File: src/wdt_defines.svh
// Watchdog timer constants: divider ratios, reset values and timing counts
`ifndef WDT_DEFINES_SVH
`define WDT_DEFINES_SVH

// ============================================================
// Prescaler ratios
`define WDT_DIV_SLOW 14'h3fff
`define WDT_DIV_FAST 14'h00ff
`define WDT_PRE_W 14

// ============================================================
// Counter
`define WDT_CNT_W 16
`define WDT_CNT_MAX 16'hFFFF
// First pass after reset runs from the default reload, not from zero
`define WDT_CNT_RST 16'hff00
// Value the counter wraps to on overflow
`define WDT_CNT_WRAP 16'h0000

// ============================================================
// Reset defaults: 256 ticks at divide-by-256 make 65,536 clocks, about 6.5 ms at 10 MHz
`define WDT_RELOAD_RST 16'hff00
`define WDT_FAST_RST 1'b1
`define WDT_DEF_INTERVAL_US 6500
`define WDT_REF_CLK_MHZ 10
`define WDT_DEF_INTERVAL_CYC (`WDT_DEF_INTERVAL_US * `WDT_REF_CLK_MHZ)

// ============================================================
// Last prewarn count; the reset request follows prewarning by 16 system clocks
`define WDT_PREWARN_CYCLES 4'hf
`define WDT_PW_W 4

`endif

File: src/wdt_pkg.sv
// Watchdog timer types and shared helper functions
package wdt_pkg;
  `include "wdt_defines.svh"

  // ============================================================
  // Main state machine, Gray coded along run -> prewarn -> reset request
  typedef enum logic [1:0] {
    WDT_RUN = 2'b00,
    WDT_PREWARN = 2'b01,
    WDT_RESREQ = 2'b11
  } wdt_state_e;

  // ============================================================
  // Register images
  typedef struct packed {
    logic enabled;
    logic fast_sel;
    logic [15:0] reload;
    logic [15:0] count;
    wdt_state_e fsm;
    logic [3:0] pw_cnt;
    logic prewarn;
    logic resreq;
    logic started;
  } wdt_s;

  typedef struct packed {
    logic [13:0] cnt;
  } wdt_pre_s;

  // ============================================================
  // Terminal prescaler count for the selected ratio
  function automatic logic [13:0] wdt_div_limit(input logic fast_sel);
    wdt_div_limit = fast_sel ? `WDT_DIV_FAST : `WDT_DIV_SLOW;
  endfunction

endpackage

File: src/wdt_prescaler.sv
// Watchdog prescaler: divides the system clock by 16,384 or 256
`timescale 1ns/1ns
module wdt_prescaler
  import wdt_pkg::*;
(
  // Clock and reset
  input wire logic sys_clk,
  input wire logic rst_n,
  // Control
  input wire logic run,
  input wire logic clear,
  input wire logic fast_sel,
  // Tick out
  output logic tick
);

  wdt_pre_s s_ff;
  wdt_pre_s nxt_s;
  logic at_end;

  // Greater-or-equal: a switch to the short ratio late in a long pass wraps at once
  assign at_end = (s_ff.cnt >= wdt_div_limit(fast_sel));
  // Tick is combinational so the counter steps in the same edge the divider wraps
  assign tick = run && !clear && at_end;

  // ============================================================
  // Divider
  always_comb begin
    nxt_s = s_ff;
    if (clear) begin
      nxt_s.cnt = 14'h0000;
    end else if (run) begin
      if (at_end) begin
        nxt_s.cnt = 14'h0000;
      end else begin
        nxt_s.cnt = s_ff.cnt + 14'h0001;
      end
    end
  end

  always_ff @(posedge sys_clk or negedge rst_n) begin
    if (!rst_n) begin
      s_ff <= '0;
    end else begin
      s_ff <= nxt_s;
    end
  end

  // A selector change mid-pass beyond the new limit must still wrap
  a_pre_bound: assert property (@(posedge sys_clk) disable iff (!rst_n)
    (run && !clear && s_ff.cnt > wdt_div_limit(fast_sel)) |=> (s_ff.cnt == 14'h0000))
    else $error("prescaler did not wrap at its limit");

endmodule // wdt_prescaler

File: src/wdt_top.sv
// Watchdog timer: 16-bit up counter, prescaler, prewarning and reset request
//
// Functional notes
// - Watchdog is enabled right after every reset, without any software action.
// - Disable instruction stops the watchdog, enable instruction resumes it, until overflow; after overflow the reset request still follows.
// - On overflow, prewarning interrupt first, then reset request.
// - 16-bit counter ticks at system clock divided by 16,384 or 256.
// - Counter loads from a software-programmable reload value.
// - Each service before overflow loads reload value into counter and clears the prescaler.
// - Reset defaults give 6.5 ms interval at a 10 MHz clock.
`timescale 1ns/1ns
`include "wdt_defines.svh"
module wdt_top
  import wdt_pkg::*;
(
  // Clock and reset
  input wire logic sys_clk,
  input wire logic rst_n,
  // Instruction strobes from the core
  input wire logic wd_disable_instr,
  input wire logic wd_enable_instr,
  input wire logic wd_service,
  // Configuration
  input wire logic cfg_write,
  input wire logic [15:0] wd_reload_value,
  input wire logic cfg_fast_prescale,
  // Events
  output logic prewarn_irq,
  output logic reset_req,
  // Status
  output logic wd_active,
  output logic [15:0] wd_count
);

  wdt_s s_ff;
  wdt_s nxt_s;
  logic tick;
  logic pre_run;
  logic pre_clear;
  logic in_run;

  assign in_run = (s_ff.fsm == WDT_RUN);
  // ============================================================
  // Prescaler control
  // Prescaler halts once the overflow has been taken, so no stray ticks
  assign pre_run = s_ff.enabled && in_run;
  assign pre_clear = wd_service && in_run;

  wdt_prescaler u_pre (
    .sys_clk(sys_clk),
    .rst_n(rst_n),
    .run(pre_run),
    .clear(pre_clear),
    .fast_sel(s_ff.fast_sel),
    .tick(tick)
  );

  // ============================================================
  // Next state
  always_comb begin
    nxt_s = s_ff;
    nxt_s.prewarn = 1'b0;
    nxt_s.started = 1'b1;
    if (cfg_write) begin
      nxt_s.reload = wd_reload_value;
      nxt_s.fast_sel = cfg_fast_prescale;
    end
    // disable and enable strobes
    // Enable wins a tie: the fail-safe side
    if (wd_disable_instr) begin
      nxt_s.enabled = 1'b0;
    end
    if (wd_enable_instr) begin
      nxt_s.enabled = 1'b1;
    end
    unique case (s_ff.fsm)
      WDT_RUN: begin
        if (wd_service) begin
          nxt_s.count = s_ff.reload;
        end else if (tick) begin
          if (s_ff.count == `WDT_CNT_MAX) begin
            nxt_s.count = `WDT_CNT_WRAP;
            nxt_s.fsm = WDT_PREWARN;
            nxt_s.prewarn = 1'b1;
            nxt_s.pw_cnt = 4'h0;
          end else begin
            nxt_s.count = s_ff.count + 16'h0001;
          end
        end
      end
      WDT_PREWARN: begin
        // Neither service nor disable can hold back the reset once overflowed
        nxt_s.pw_cnt = s_ff.pw_cnt + 4'h1;
        if (s_ff.pw_cnt == `WDT_PREWARN_CYCLES) begin
          nxt_s.fsm = WDT_RESREQ;
          nxt_s.resreq = 1'b1;
        end
      end
      WDT_RESREQ: begin
        nxt_s.resreq = 1'b1;
      end
      default: begin
        nxt_s.fsm = WDT_RESREQ;
        nxt_s.resreq = 1'b1;
      end
    endcase
  end

  // ============================================================
  // State register
  always_ff @(posedge sys_clk or negedge rst_n) begin
    if (!rst_n) begin
      s_ff.enabled <= 1'b1;
      // defaults give 256 ticks at divide by 256
      s_ff.fast_sel <= `WDT_FAST_RST;
      s_ff.reload <= `WDT_RELOAD_RST;
      s_ff.count <= `WDT_CNT_RST;
      s_ff.fsm <= WDT_RUN;
      s_ff.pw_cnt <= 4'h0;
      s_ff.prewarn <= 1'b0;
      s_ff.resreq <= 1'b0;
      s_ff.started <= 1'b0;
    end else begin
      s_ff <= nxt_s;
    end
  end

  // ============================================================
  // Outputs
  assign prewarn_irq = s_ff.prewarn;
  assign reset_req = s_ff.resreq;
  assign wd_active = s_ff.enabled;
  assign wd_count = s_ff.count;

  // ============================================================
  // Assertions
  // active at first cycle
  a_enabled_at_reset: assert property (@(posedge sys_clk) disable iff (!rst_n)
    !s_ff.started |-> (wd_active && wd_count == 16'hff00 && !reset_req))
    else $error("watchdog not armed after reset");

  a_disable_stops: assert property (@(posedge sys_clk) disable iff (!rst_n)
    (wd_disable_instr && !wd_enable_instr) |=> !wd_active)
    else $error("disable instruction ignored");

  a_enable_resumes: assert property (@(posedge sys_clk) disable iff (!rst_n)
    wd_enable_instr |=> wd_active)
    else $error("enable instruction ignored");

  a_frozen_off: assert property (@(posedge sys_clk) disable iff (!rst_n)
    (!wd_active && !wd_service && in_run) |=> ($stable(wd_count) && !prewarn_irq))
    else $error("counter moved while disabled");

  a_prewarn_gap: assert property (@(posedge sys_clk) disable iff (!rst_n)
    prewarn_irq |-> (!reset_req ##1 (!reset_req && !prewarn_irq) [*8] ##8 reset_req))
    else $error("reset request not 16 cycles after prewarning");

  a_resreq_cause: assert property (@(posedge sys_clk) disable iff (!rst_n)
    $rose(reset_req) |-> ($past(s_ff.fsm) == WDT_PREWARN && $past(s_ff.pw_cnt) == 4'hF))
    else $error("reset request without prewarning");

  a_resreq_holds: assert property (@(posedge sys_clk) disable iff (!rst_n)
    reset_req |=> (reset_req && !prewarn_irq))
    else $error("reset request dropped");

  a_service_reload: assert property (@(posedge sys_clk) disable iff (!rst_n)
    (wd_service && in_run) |=> (wd_count == $past(s_ff.reload) && !prewarn_irq))
    else $error("service did not reload counter");

  a_tick_spacing: assert property (@(posedge sys_clk) disable iff (!rst_n)
    (tick && s_ff.fast_sel && !cfg_write) |=> !tick [*8])
    else $error("ticks too close together");

  a_count_step: assert property (@(posedge sys_clk) disable iff (!rst_n)
    (tick && !wd_service && wd_count != 16'hFFFF) |=> (wd_count == $past(wd_count) + 16'h0001))
    else $error("counter did not step by one");

  a_overflow_warn: assert property (@(posedge sys_clk) disable iff (!rst_n)
    (tick && !wd_service && wd_count == 16'hFFFF) |=> (prewarn_irq && wd_count == 16'h0000))
    else $error("overflow without prewarning");

  a_warn_cause: assert property (@(posedge sys_clk) disable iff (!rst_n)
    $rose(prewarn_irq) |-> ($past(tick) && $past(wd_count) == 16'hFFFF))
    else $error("prewarning without overflow");

  a_default_ratio: assert property (@(posedge sys_clk) disable iff (!rst_n)
    !s_ff.started |-> (s_ff.fast_sel && s_ff.reload == 16'hff00))
    else $error("reset defaults wrong");

  a_warn_count_held: assert property (@(posedge sys_clk) disable iff (!rst_n)
    !in_run |=> $stable(wd_count))
    else $error("counter moved after overflow");

  a_warn_no_cancel: assert property (@(posedge sys_clk) disable iff (!rst_n)
    !in_run |=> !in_run)
    else $error("overflow sequence was cancelled");

endmodule // wdt_top

File: config.mk
export PLATFORM = sky130hd
export DESIGN_NAME = wdt_top
export DESIGN_NICKNAME = d
export VERILOG_FILES = /design/src/wdt_pkg.sv /design/src/wdt_prescaler.sv /design/src/wdt_top.sv
export VERILOG_INCLUDE_DIRS = /design/src
export SDC_FILE = /design/constraint.sdc
export NUM_CORES = 1
export LEC_CHECK = 0
export BUFFER_PORTS_ARGS = -buffer_cell sky130_fd_sc_hd__buf_2
export CAP_MARGIN = 5
export CORE_UTILIZATION = 58
export DETAILED_ROUTE_END_ITERATION = 8
export PLACE_DENSITY = 0.88
export SLEW_MARGIN = 20
export SYNTH_ARGS = -nofsm -noshare
export SYNTH_HDL_FRONTEND = slang
export SYNTH_SLANG_ARGS = --single-unit
File: constraint.sdc
create_clock -name sys_clk -period 3.15 [get_ports sys_clk]
set_input_delay 0.7875 -clock sys_clk [delete_from_list [all_inputs] [get_ports sys_clk]]
set_output_delay 0.7875 -clock sys_clk [all_outputs]
set_load 0.02 [all_outputs]
==> metrics.txt, run 1 <==
Synth cell types=slightly above 60; count of pins over their slew limit=0; vias in the first global route=roughly 2700; Fin Setup TNS=0 ns; Req. time, crit path=about 3.4 ns; largest net degree at the start of global routing=30; Min Clock Period, post-route=2.57 ns; post-route clock period utilization=0.815; HPWL after detailed placement=between 5000 and 6000 um; worst-skew pair later-pin latency=about 0.32 ns; WL/cell=about 18 um; crit end category=register; Worst Max-Slew Pin Slew=0.895 ns; routability congestion estimate=0.945; main flop type after synthesis=dfrtp_1; CORE AREA=between 5000 and 6000 um2; Iter 0 DRT Violations=276; Via density=between 6 and 7; run status=complete, no violations; Final Core Density=0.647; Hold Path Sink=reset_req$_DFFE_PN0P_; most frequent cells in the layout=buf_2, dfrtp_1, nand2_1; Hold Path Origin=reset_req$_DFFE_PN0P_; Post-Synthesis Cells=roughly 330; P&R area growth vs syn=6.83%; hold path cells=1; multi-input logic area=1620 um2; pwr/cell area=between 300 and 400 nW/um2; total gr overflow=0; critical path peak fanout=13; H-tree depth=2; Syn Std Cell Area=3330 um2; Slew headroom=0.398; io pins=between 40 and 50; RSZ-0062 raised after global routing=false; R2R Setup Slk=between 0.5 and 0.6 ns; Overall Power=between 1 and 1.5 mW; DRC viols=0; Root Driver=clkbuf_8; reg2reg end=wd_count[2]$_DFFE_PN0P_; FF/Latch Area=around 1400 um2; Hold Path Class=reg2reg; post-CTS setup buffers=0; worst r2r src=s_ff[41]$_DFFE_PN1P_; chip height=77.8 um; Num CTS Buffers=5; Synth Warn #=0; starting density of the core=0.605; clock transition at the registers of the reported paths=~0.1 ns; post-route ant nets=0; commonest non-fill, non-tap cell in the layout=buf_2; drt first pass iters=4; GR Util All Layers=0.271; nets=between 300 and 400; layout cell share with drive strength beyond 1=0.292; Inserted Diodes=0; final WL=approximately 7600 um; Die W=roughly 78 um; Post-Syn Nets=~370; skew final=~0.011 ns; port buffer count=41; Max clock buf depth=2; DP Worst Slack=0.655 ns; final setup fails=0; Syn Area/Cell=approximately 10 um2; Worst Setup Slack, final=between 0.5 and 0.6 ns; f_max=around 400 MHz; vias=roughly 2800; CTS tree=yes; MaxCap Viol Count=0; LEAKAGE=1.57 nW; WS Path Type=reg2reg; R2R cell count=7; number of flops mapped to enable cells by yosys=0; Synth async-reset ratio=1.00; Peak VDD IR=0.000215 V; Sink Count=56; critical path arrival=about 2.8 ns; first-pass GRT wire length=around 13000 um; num rows=27; sequential-to-total area share from yosys stat=0.427; post-cts sizing count=0; Worst setup SP type=register; #FFs+latches synth=56; antenna violations before repair=0; die area=6050 um2; Hold Fails Final Rpt=0; CTS Hold Bufs=0; Fill cells=450
[worst max-delay path by stage]
stage,from,endpoint,cells after the start
3_3_place_gp,wd_service,s_ff[5]$_DFFE_PN0P_,5
4_1_cts,s_ff[41]$_DFFE_PN1P_,wd_count[2]$_DFFE_PN0P_,7
3_5_place_dp,wd_service,u_pre.s_ff[12]$_DFFE_PN0P_,6
5_1_grt,s_ff[41]$_DFFE_PN1P_,wd_count[2]$_DFFE_PN0P_,7
6_report,s_ff[41]$_DFFE_PN1P_,wd_count[2]$_DFFE_PN0P_,7
2_1_floorplan,s_ff[41]$_DFFE_PN1P_,wd_count[0]$_DFFE_PN0P_,7
[Yosys cell counts (all sizes together) (2+ instances only)]
| cell | instances | area (um2) |
|---|---|---|
| a211oi | 12 | 90.1 |
| a21oi | 13 | 65.1 |
| a22oi | 7 | 52.6 |
| a311oi | 6 | 52.6 |
| a31oi | 9 | 56.3 |
| a41oi | 4 | 35.0 |
| and3 | 5 | 31.3 |
| and4 | 2 | 17.5 |
| buf | 28 | 186 |
| clkbuf | 7 | 26.3 |
| dfrtp | 38 | 951 |
| dfstp | 18 | 473 |
| ha | 9 | 113 |
| inv | 20 | 75.1 |
| mux2 | 19 | 214 |
| mux2i | 2 | 20.0 |
| nand2 | 25 | 93.8 |
| nand2b | 4 | 25.0 |
| nand3 | 12 | 65.1 |
| nand3b | 2 | 18.8 |
| nand4 | 8 | 65.1 |
| nor2 | 12 | 60.1 |
| nor3 | 7 | 40.0 |
| nor4 | 6 | 58.8 |
| nor4b | 3 | 26.3 |
| o21ai | 10 | 61.3 |
| o22ai | 14 | 87.6 |
| o31a | 6 | 52.6 |
| o31ai | 4 | 35.0 |
| or2 | 2 | 12.5 |
| or3 | 2 | 12.5 |
[worst max-delay path, cell delays in order (launching register included)]
cell,delay (ns)
dfstp_2,0.61
ha_1,0.26
a21oi_1,0.22
nor2_1,0.11
or3_1,0.59
buf_4,0.28
o221a_1,0.27
o22ai_1,0.14
[sequential cells by signal, indices dropped and copies added (netlist names)]
name	count
s_ff	23
wd_count	16
u_pre.s_ff	14
prewarn_irq	1
reset_req	1
wd_active	1
[cell families (layout without fill, tap and decap cells)]
logic type / after synthesis / after routing / synth area share
compound gates: 97 / 97 / 0.209
xor+xnor: 1 / 1 / 0.00263
fa+ha+maj: 9 / 9 / 0.0338
buf+inv: 55 / 77 / 0.0863
flops: 56 / 56 / 0.427
mux: 21 / 21 / 0.0702
simple gates: 95 / 95 / 0.170
[final cells by class]
class | instances | area share
clock buffers | 6 | 0.0204
inverters | 20 | 0.0211
clock inverters | 2 | 0.00351
flip-flops and latches | 56 | 0.400
multi-input cells | 223 | 0.455
repair buffers | 49 | 0.0745
well taps | 72 | 0.0253
[through the flow]
step | area (um2) | std cells | hold slack, ns
after detailed placement | 3480 | 420 | 0.450
after floorplan | 3330 | 334 | 0.472
after CTS | 3560 | 428 | 0.475
final | 3560 | 428 | 0.470
after global routing | 3560 | 428 | 0.500
after global placement | 3480 | 420 | 0.452
[power breakdown]
| part | internal (mW) | switching, mW | total [mW] |
|---|---|---|---|
| Clock | 0.156 | 0.241 | 0.397 |
| Combinational | 0.0520 | 0.0641 | 0.116 |
| Sequential | 0.752 | 0.0181 | 0.770 |
| Total | 0.960 | 0.323 | 1.28 |
[metal layers]
| metal | wire [um] | vias to the layer above | GRT usage |
|---|---|---|---|
| li1 | - | 1286 | - |
| met1 | 3320 | 1378 | 0.374 |
| met2 | 3650 | 133 | 0.435 |
| met3 | 511 | 12 | 0.0412 |
| met4 | 101 | 0 | 0.0906 |
| met5 | 0 | - | 0 |
Note: power is estimated with default switching activity, not from simulation.
==> inputs of run 2 (changes only) <==
Clock period 3.15 ns to 2.5 ns, I/O delays scaled along.
==> run 2 against run 1 <==
Net effect:
- routed wire length down 0.91%
- sequential share of layout area shrank 1.0 points
- combinational power up 34%
- via count increased by 0.43%
- utilization up 1.7 points
- maximum frequency rose by 7.4%
- worst hold slack lost 0.21 ns
- setup slack worse by 0.47 ns
- non-clock buffer count is 6 higher
- register-to-register slack got worse by 0.47 ns
- highest routed layer unchanged
- largest cell class unchanged
- global-route usage fell by 0.38 points
- die area is the same
==> metrics.txt, run 2 (synthesized netlist as in run 1, its figures left out) <==
run status=complete, no violations; critical path peak fanout=7; worst path cell trace=ha_1 > a21oi_1 > nor2_1 > or3_4 > o21ai_4 > mux2_1; CORE AREA=between 5000 and 6000 um2; Root Driver=clkbuf_8; critical path's largest stage delay=around 0.6 ns; chip height=between 70 and 80 um; Via density=6.50; Slew headroom=0.517; Sink Count=56; count of pins over their slew limit=0; Worst path slowest cell=dfstp_2; largest register by flop count=s_ff; antenna violations before repair=0; DP Worst Slack=-0.00597 ns; vias in the first global route=roughly 2700; multi-input logic area=1630 um2; post-route clock period utilization=0.956; Max clock buf depth=2; Req. time, crit path=2.70 ns; Fill cells=421; most frequent cells in the layout=buf_2, dfrtp_1, nand2_1; Buf/Inv on CP=0; H-tree depth=2; first-pass GRT wire length=12800 um; Worst Max-Slew Pin Slew=roughly 0.71 ns; Min Clock Period, post-route=approximately 2.4 ns; num rows=27; FF/Latch Area=~1400 um2; largest net degree at the start of global routing=37; R2R cell count=6; pwr/cell area=468 nW/um2; Largest delay share family, worst path=flip-flops; CTS tree=yes; vias=2821; DRC viols=0; worst-skew pair later-pin latency=about 0.32 ns; Hold Path Class=in2async; worst r2r src=s_ff[41]$_DFFE_PN1P_; MaxCap Viol Count=0; Fin Setup TNS=0 ns; post-CTS setup buffers=0; P&R area growth vs syn=9.57%; max FFs per register=23; RSZ-0062 raised after global routing=false; R2R Setup Slk=roughly 0.11 ns; Worst Setup Slack, final=approximately 0.11 ns; port buffer count=between 40 and 50; reg2reg end=wd_count[0]$_DFFE_PN0P_; Peak VDD IR=~0.00045 V; starting density of the core=0.605; placed cell area=around 3500 um2; Inserted Diodes=0; total gr overflow=0; drt first pass iters=4; Hold Fails Final Rpt=0; Die W=~80 um; final WL=7510 um; final instance area=~3700 um2; layout cell share with drive strength beyond 1=0.312; clock transition at the registers of the reported paths=approximately 0.11 ns; final setup fails=0; die area=approximately 6100 um2; nets=approximately 400; post-route ant nets=0; f_max=roughly 420 MHz; GR Util All Layers=0.267; io pins=42; Num CTS Buffers=5; WL/cell=17.3 um; HPWL after detailed placement=approximately 5300 um; Iter 0 DRT Violations=171; Overall Power=roughly 1.7 mW; commonest non-fill, non-tap cell in the layout=buf_2; routability congestion estimate=0.883; crit end category=register; critical path arrival=around 2.6 ns; Worst setup SP type=register; WS Path Type=reg2reg; skew final=0.0121 ns; LEAKAGE=between 1.5 and 2 nW
-- run 2: worst max-delay path by stage --
stage	from	endpoint	slack (ns)	depth (start not counted)
after floorplan	s_ff[41]$_DFFE_PN1P_	wd_count[0]$_DFFE_PN0P_	0.25	7
after global placement	s_ff[41]$_DFFE_PN1P_	wd_count[2]$_DFFE_PN0P_	0.09	6
after detailed placement	s_ff[41]$_DFFE_PN1P_	wd_count[2]$_DFFE_PN0P_	-0.006	6
after CTS	s_ff[41]$_DFFE_PN1P_	wd_count[1]$_DFFE_PN0P_	0.07	6
after global routing	s_ff[41]$_DFFE_PN1P_	wd_count[2]$_DFFE_PN0P_	0.05	6
final	s_ff[41]$_DFFE_PN1P_	wd_count[0]$_DFFE_PN0P_	0.11	6
-- run 2: worst register-to-register path, cell delays in order, from the launching register on --
cell and delay [ns]:
dfstp_2 0.61, ha_1 0.27, a21oi_1 0.25, nor2_1 0.14
or3_4 0.46, o21ai_4 0.22, mux2_1 0.35
-- run 2: through the flow --
| stage | std cells | utilization | hold WS [ns] |
|---|---|---|---|
| finish | 434 | 0.663 | 0.262 |
| global route | 434 | 0.663 | 0.299 |
| CTS | 434 | 0.662 | 0.279 |
| detailed placement | 426 | 0.642 | 0.469 |
| global placement | 426 | 0.642 | 0.452 |
| floorplan | 334 | - | 0.329 |
-- run 2: power breakdown --
group          switching [mW]  leakage [nW]  internal, mW
registers              0.0219         0.650         0.947
clock network           0.321        0.0573         0.263
logic                  0.0832         0.906        0.0727
total                   0.426          1.61          1.28
-- run 2: final cells by class --
cell class / count / share of cell area
Clock buffer: 6 / 0.0257
Clock inverter: 2 / 0.00411
Inverter: 20 / 0.0206
Multi-Input combinational cell: 223 / 0.447
Sequential cell: 56 / 0.390
Tap cell: 72 / 0.0247
Timing Repair Buffer: 55 / 0.0884
-- run 2: timing repair --
item,CTS,global route
hold buffers,0,0
setup endpoints to repair,1,8
pin swaps,0,0
gates resized for setup,1,1
-- run 2: per-layer routing --
layer | share of wire | GRT usage | vias to the layer above
met2 | 0.49 | 0.429 | 106
li1 | - | - | 1309
met1 | 0.43 | 0.367 | 1400
met5 | 0 | 0 | -
met3 | 0.069 | 0.0471 | 6
met4 | 0.010 | 0.0811 | 0
==> inputs of run 3 (changes only) <==
Settings changed: CAP_MARGIN 5 to 15, CORE_UTILIZATION 58 to 50, PLACE_DENSITY 0.88 to 0.78.
==> run 3 against run 2 <==
Net effect:
- first-iteration DRC count is 12% higher
- utilization is 9.0 points lower
- die area grew 16%
- clock skew is 0.00059 ns lower
- sequential cell count did not move
- final cell count up 0.69%
- clock power is 11% lower
- critical path depth is 1 higher
- sequential power about the same
- routed wire length hardly changed
- non-clock buffer count is 2 lower
- register-to-register slack gained 0.02 ns
==> metrics.txt, run 3 (synthesized netlist as in run 1, its figures left out) <==
commonest non-fill, non-tap cell in the layout=buf_2; port buffer count=between 40 and 50; post-CTS setup buffers=0; switch share=0.240; DRC viols=0; Worst setup SP type=register; dpl cells=approximately 430; chip height=about 84 um; MaxCap Viol Count=0; CORE AREA=between 6000 and 7000 um2; Logic pwr share=0.092; Peak VDD IR=between 0.0003 and 0.0004 V; clock power share=0.317; switching power=roughly 400 uW; Sink Count=56; critical path's largest stage delay=0.60 ns; worst path cell trace=ha_1 > a21oi_1 > nor2_1 > or3_4 > buf_4 > a211oi_1 > o22ai_1; Final Non-Filler Cells=between 400 and 500; max FFs per register=23; RSZ-0062 raised after global routing=false; pwr/cell area=between 400 and 500 nW/um2; final WL=about 7500 um; first-pass GRT wire length=about 13000 um; layout cell share with drive strength beyond 1=0.308; Seq pwr share=0.591; Max clock buf depth=2; critical path peak fanout=19; GR Util All Layers=0.223; WS Path Type=reg2reg; Iter 0 DRT Violations=approximately 190; count of pins over their slew limit=0; post-route ant nets=0; antenna violations before repair=0; Hold Path Class=in2async; vias in the first global route=about 2700; Worst Max-Slew Pin Slew=slightly below 0.6 ns; Buf/Inv on CP=1; Fin Setup TNS=0 ns; Via density=between 6 and 7; Worst path slowest cell=dfstp_2; largest net degree at the start of global routing=37; skew final=around 0.012 ns; starting density of the core=0.522; Hold Fails Final Rpt=0; Num CTS Buffers=5; Inserted Diodes=0; post-route clock period utilization=0.947; Die W=between 80 and 90 um; clock transition at the registers of the reported paths=0.10 ns; critical path arrival=roughly 2.6 ns; largest register by flop count=s_ff; die area=about 7000 um2; io pins=42; routability congestion estimate=0.841; HPWL after detailed placement=roughly 5300 um; vias=~2700; worst-skew pair later-pin latency=~0.32 ns; WL/cell=roughly 17 um; nets=roughly 400; Slew headroom=0.612; Root Driver=clkbuf_8; total gr overflow=0; final setup fails=0; Overall Power=1.64 mW; num rows=29; run status=complete, no violations; LEAKAGE=1.60 nW; crit end category=register; P&R area growth vs syn=9.80%; CTS Hold Bufs=0; CTS tree=yes; H-tree depth=2; most frequent cells in the layout=buf_2, dfrtp_1, nand2_1; Min Clock Period, post-route=around 2.4 ns; f_max=approximately 420 MHz; Largest delay share family, worst path=flip-flops; Int Power=around 1.2 mW; drt first pass iters=5; Req. time, crit path=around 2.7 ns
[run 3: changes by cell type in the layout (fill, tap and decap cells not counted), sizes merged]
cell and change:
buf -2, inv -2, clkbuf +1, clkinvlp +1
[run 3: layer usage]
metal	vias to the layer above	global-route usage	part of all wire
li1	1301	-	-
met1	1310	0.309	0.46
met2	96	0.347	0.46
met3	11	0.0435	0.064
met4	0	0.0847	0.012
met5	-	0	0
[run 3: path summary, 6_finish.rpt]
kind	cells after the start	slack, ns	end	start
setup reg to reg	7	0.13	wd_count[7]$_DFFE_PN0P_	s_ff[41]$_DFFE_PN1P_
hold / removal	1	0.26	s_ff[6]$_DFFE_PN0P_	rst_n
max in group asynchronous	2	1.60	s_ff[41]$_DFFE_PN1P_	rst_n
setup / recovery	7	0.13	wd_count[7]$_DFFE_PN0P_	s_ff[41]$_DFFE_PN1P_
min in group sys_clk	1	0.47	reset_req$_DFFE_PN0P_	reset_req$_DFFE_PN0P_
hold reg to reg	1	0.47	reset_req$_DFFE_PN0P_	reset_req$_DFFE_PN0P_
[run 3: repair_timing]
item | 4_1_cts | 5_1_grt
endpoints found under the hold margin | 0 | 0
resized for setup | 0 | 2
setup endpoints to repair | 0 | 8
[run 3: power by group through the flow]
| stage | sequential (mW) | clock [mW] | combinational [mW] |
|---|---|---|---|
| after floorplan | 0.978 | 0 | 0.0935 |
| after global placement | 0.982 | 0 | 0.146 |
| after detailed placement | 0.984 | 0 | 0.151 |
| after CTS | 0.967 | 0.535 | 0.152 |
| after global routing | 0.971 | 0.567 | 0.168 |
| final | 0.967 | 0.518 | 0.151 |
[run 3: worst reg2reg max path: cells and delay by family (launching register included)]
| family | cells | cell delay (ns) |
|---|---|---|
| flip-flops | 1 | 0.60 |
| AND/OR/NAND/NOR | 2 | 0.59 |
| AO/OA/AOI/OAI | 3 | 0.59 |
| adder cells (fa/ha/maj) | 1 | 0.26 |
| buffers and inverters | 1 | 0.22 |
[run 3: area by class of cell]
class	instances	area, um2
multi-input combinational	223	1640
fill	561	2730
tap	77	96.3
timing repair buffer	53	333
inverter	20	75.1
clock buffer	7	86.3
clock inverter	1	7.51
sequential	56	1420
[run 3: through the flow]
step                      cell area, um2   util  hold slack [ns]  setup slack [ns]
after CTS                           3650  0.572            0.282           0.00257
after global routing                3660  0.573            0.292           0.00457
after global placement              3560  0.557            0.451            0.0591
after detailed placement            3560  0.557            0.462            0.0234
after floorplan                     3330      -            0.329             0.250
final                               3660  0.573            0.256             0.133
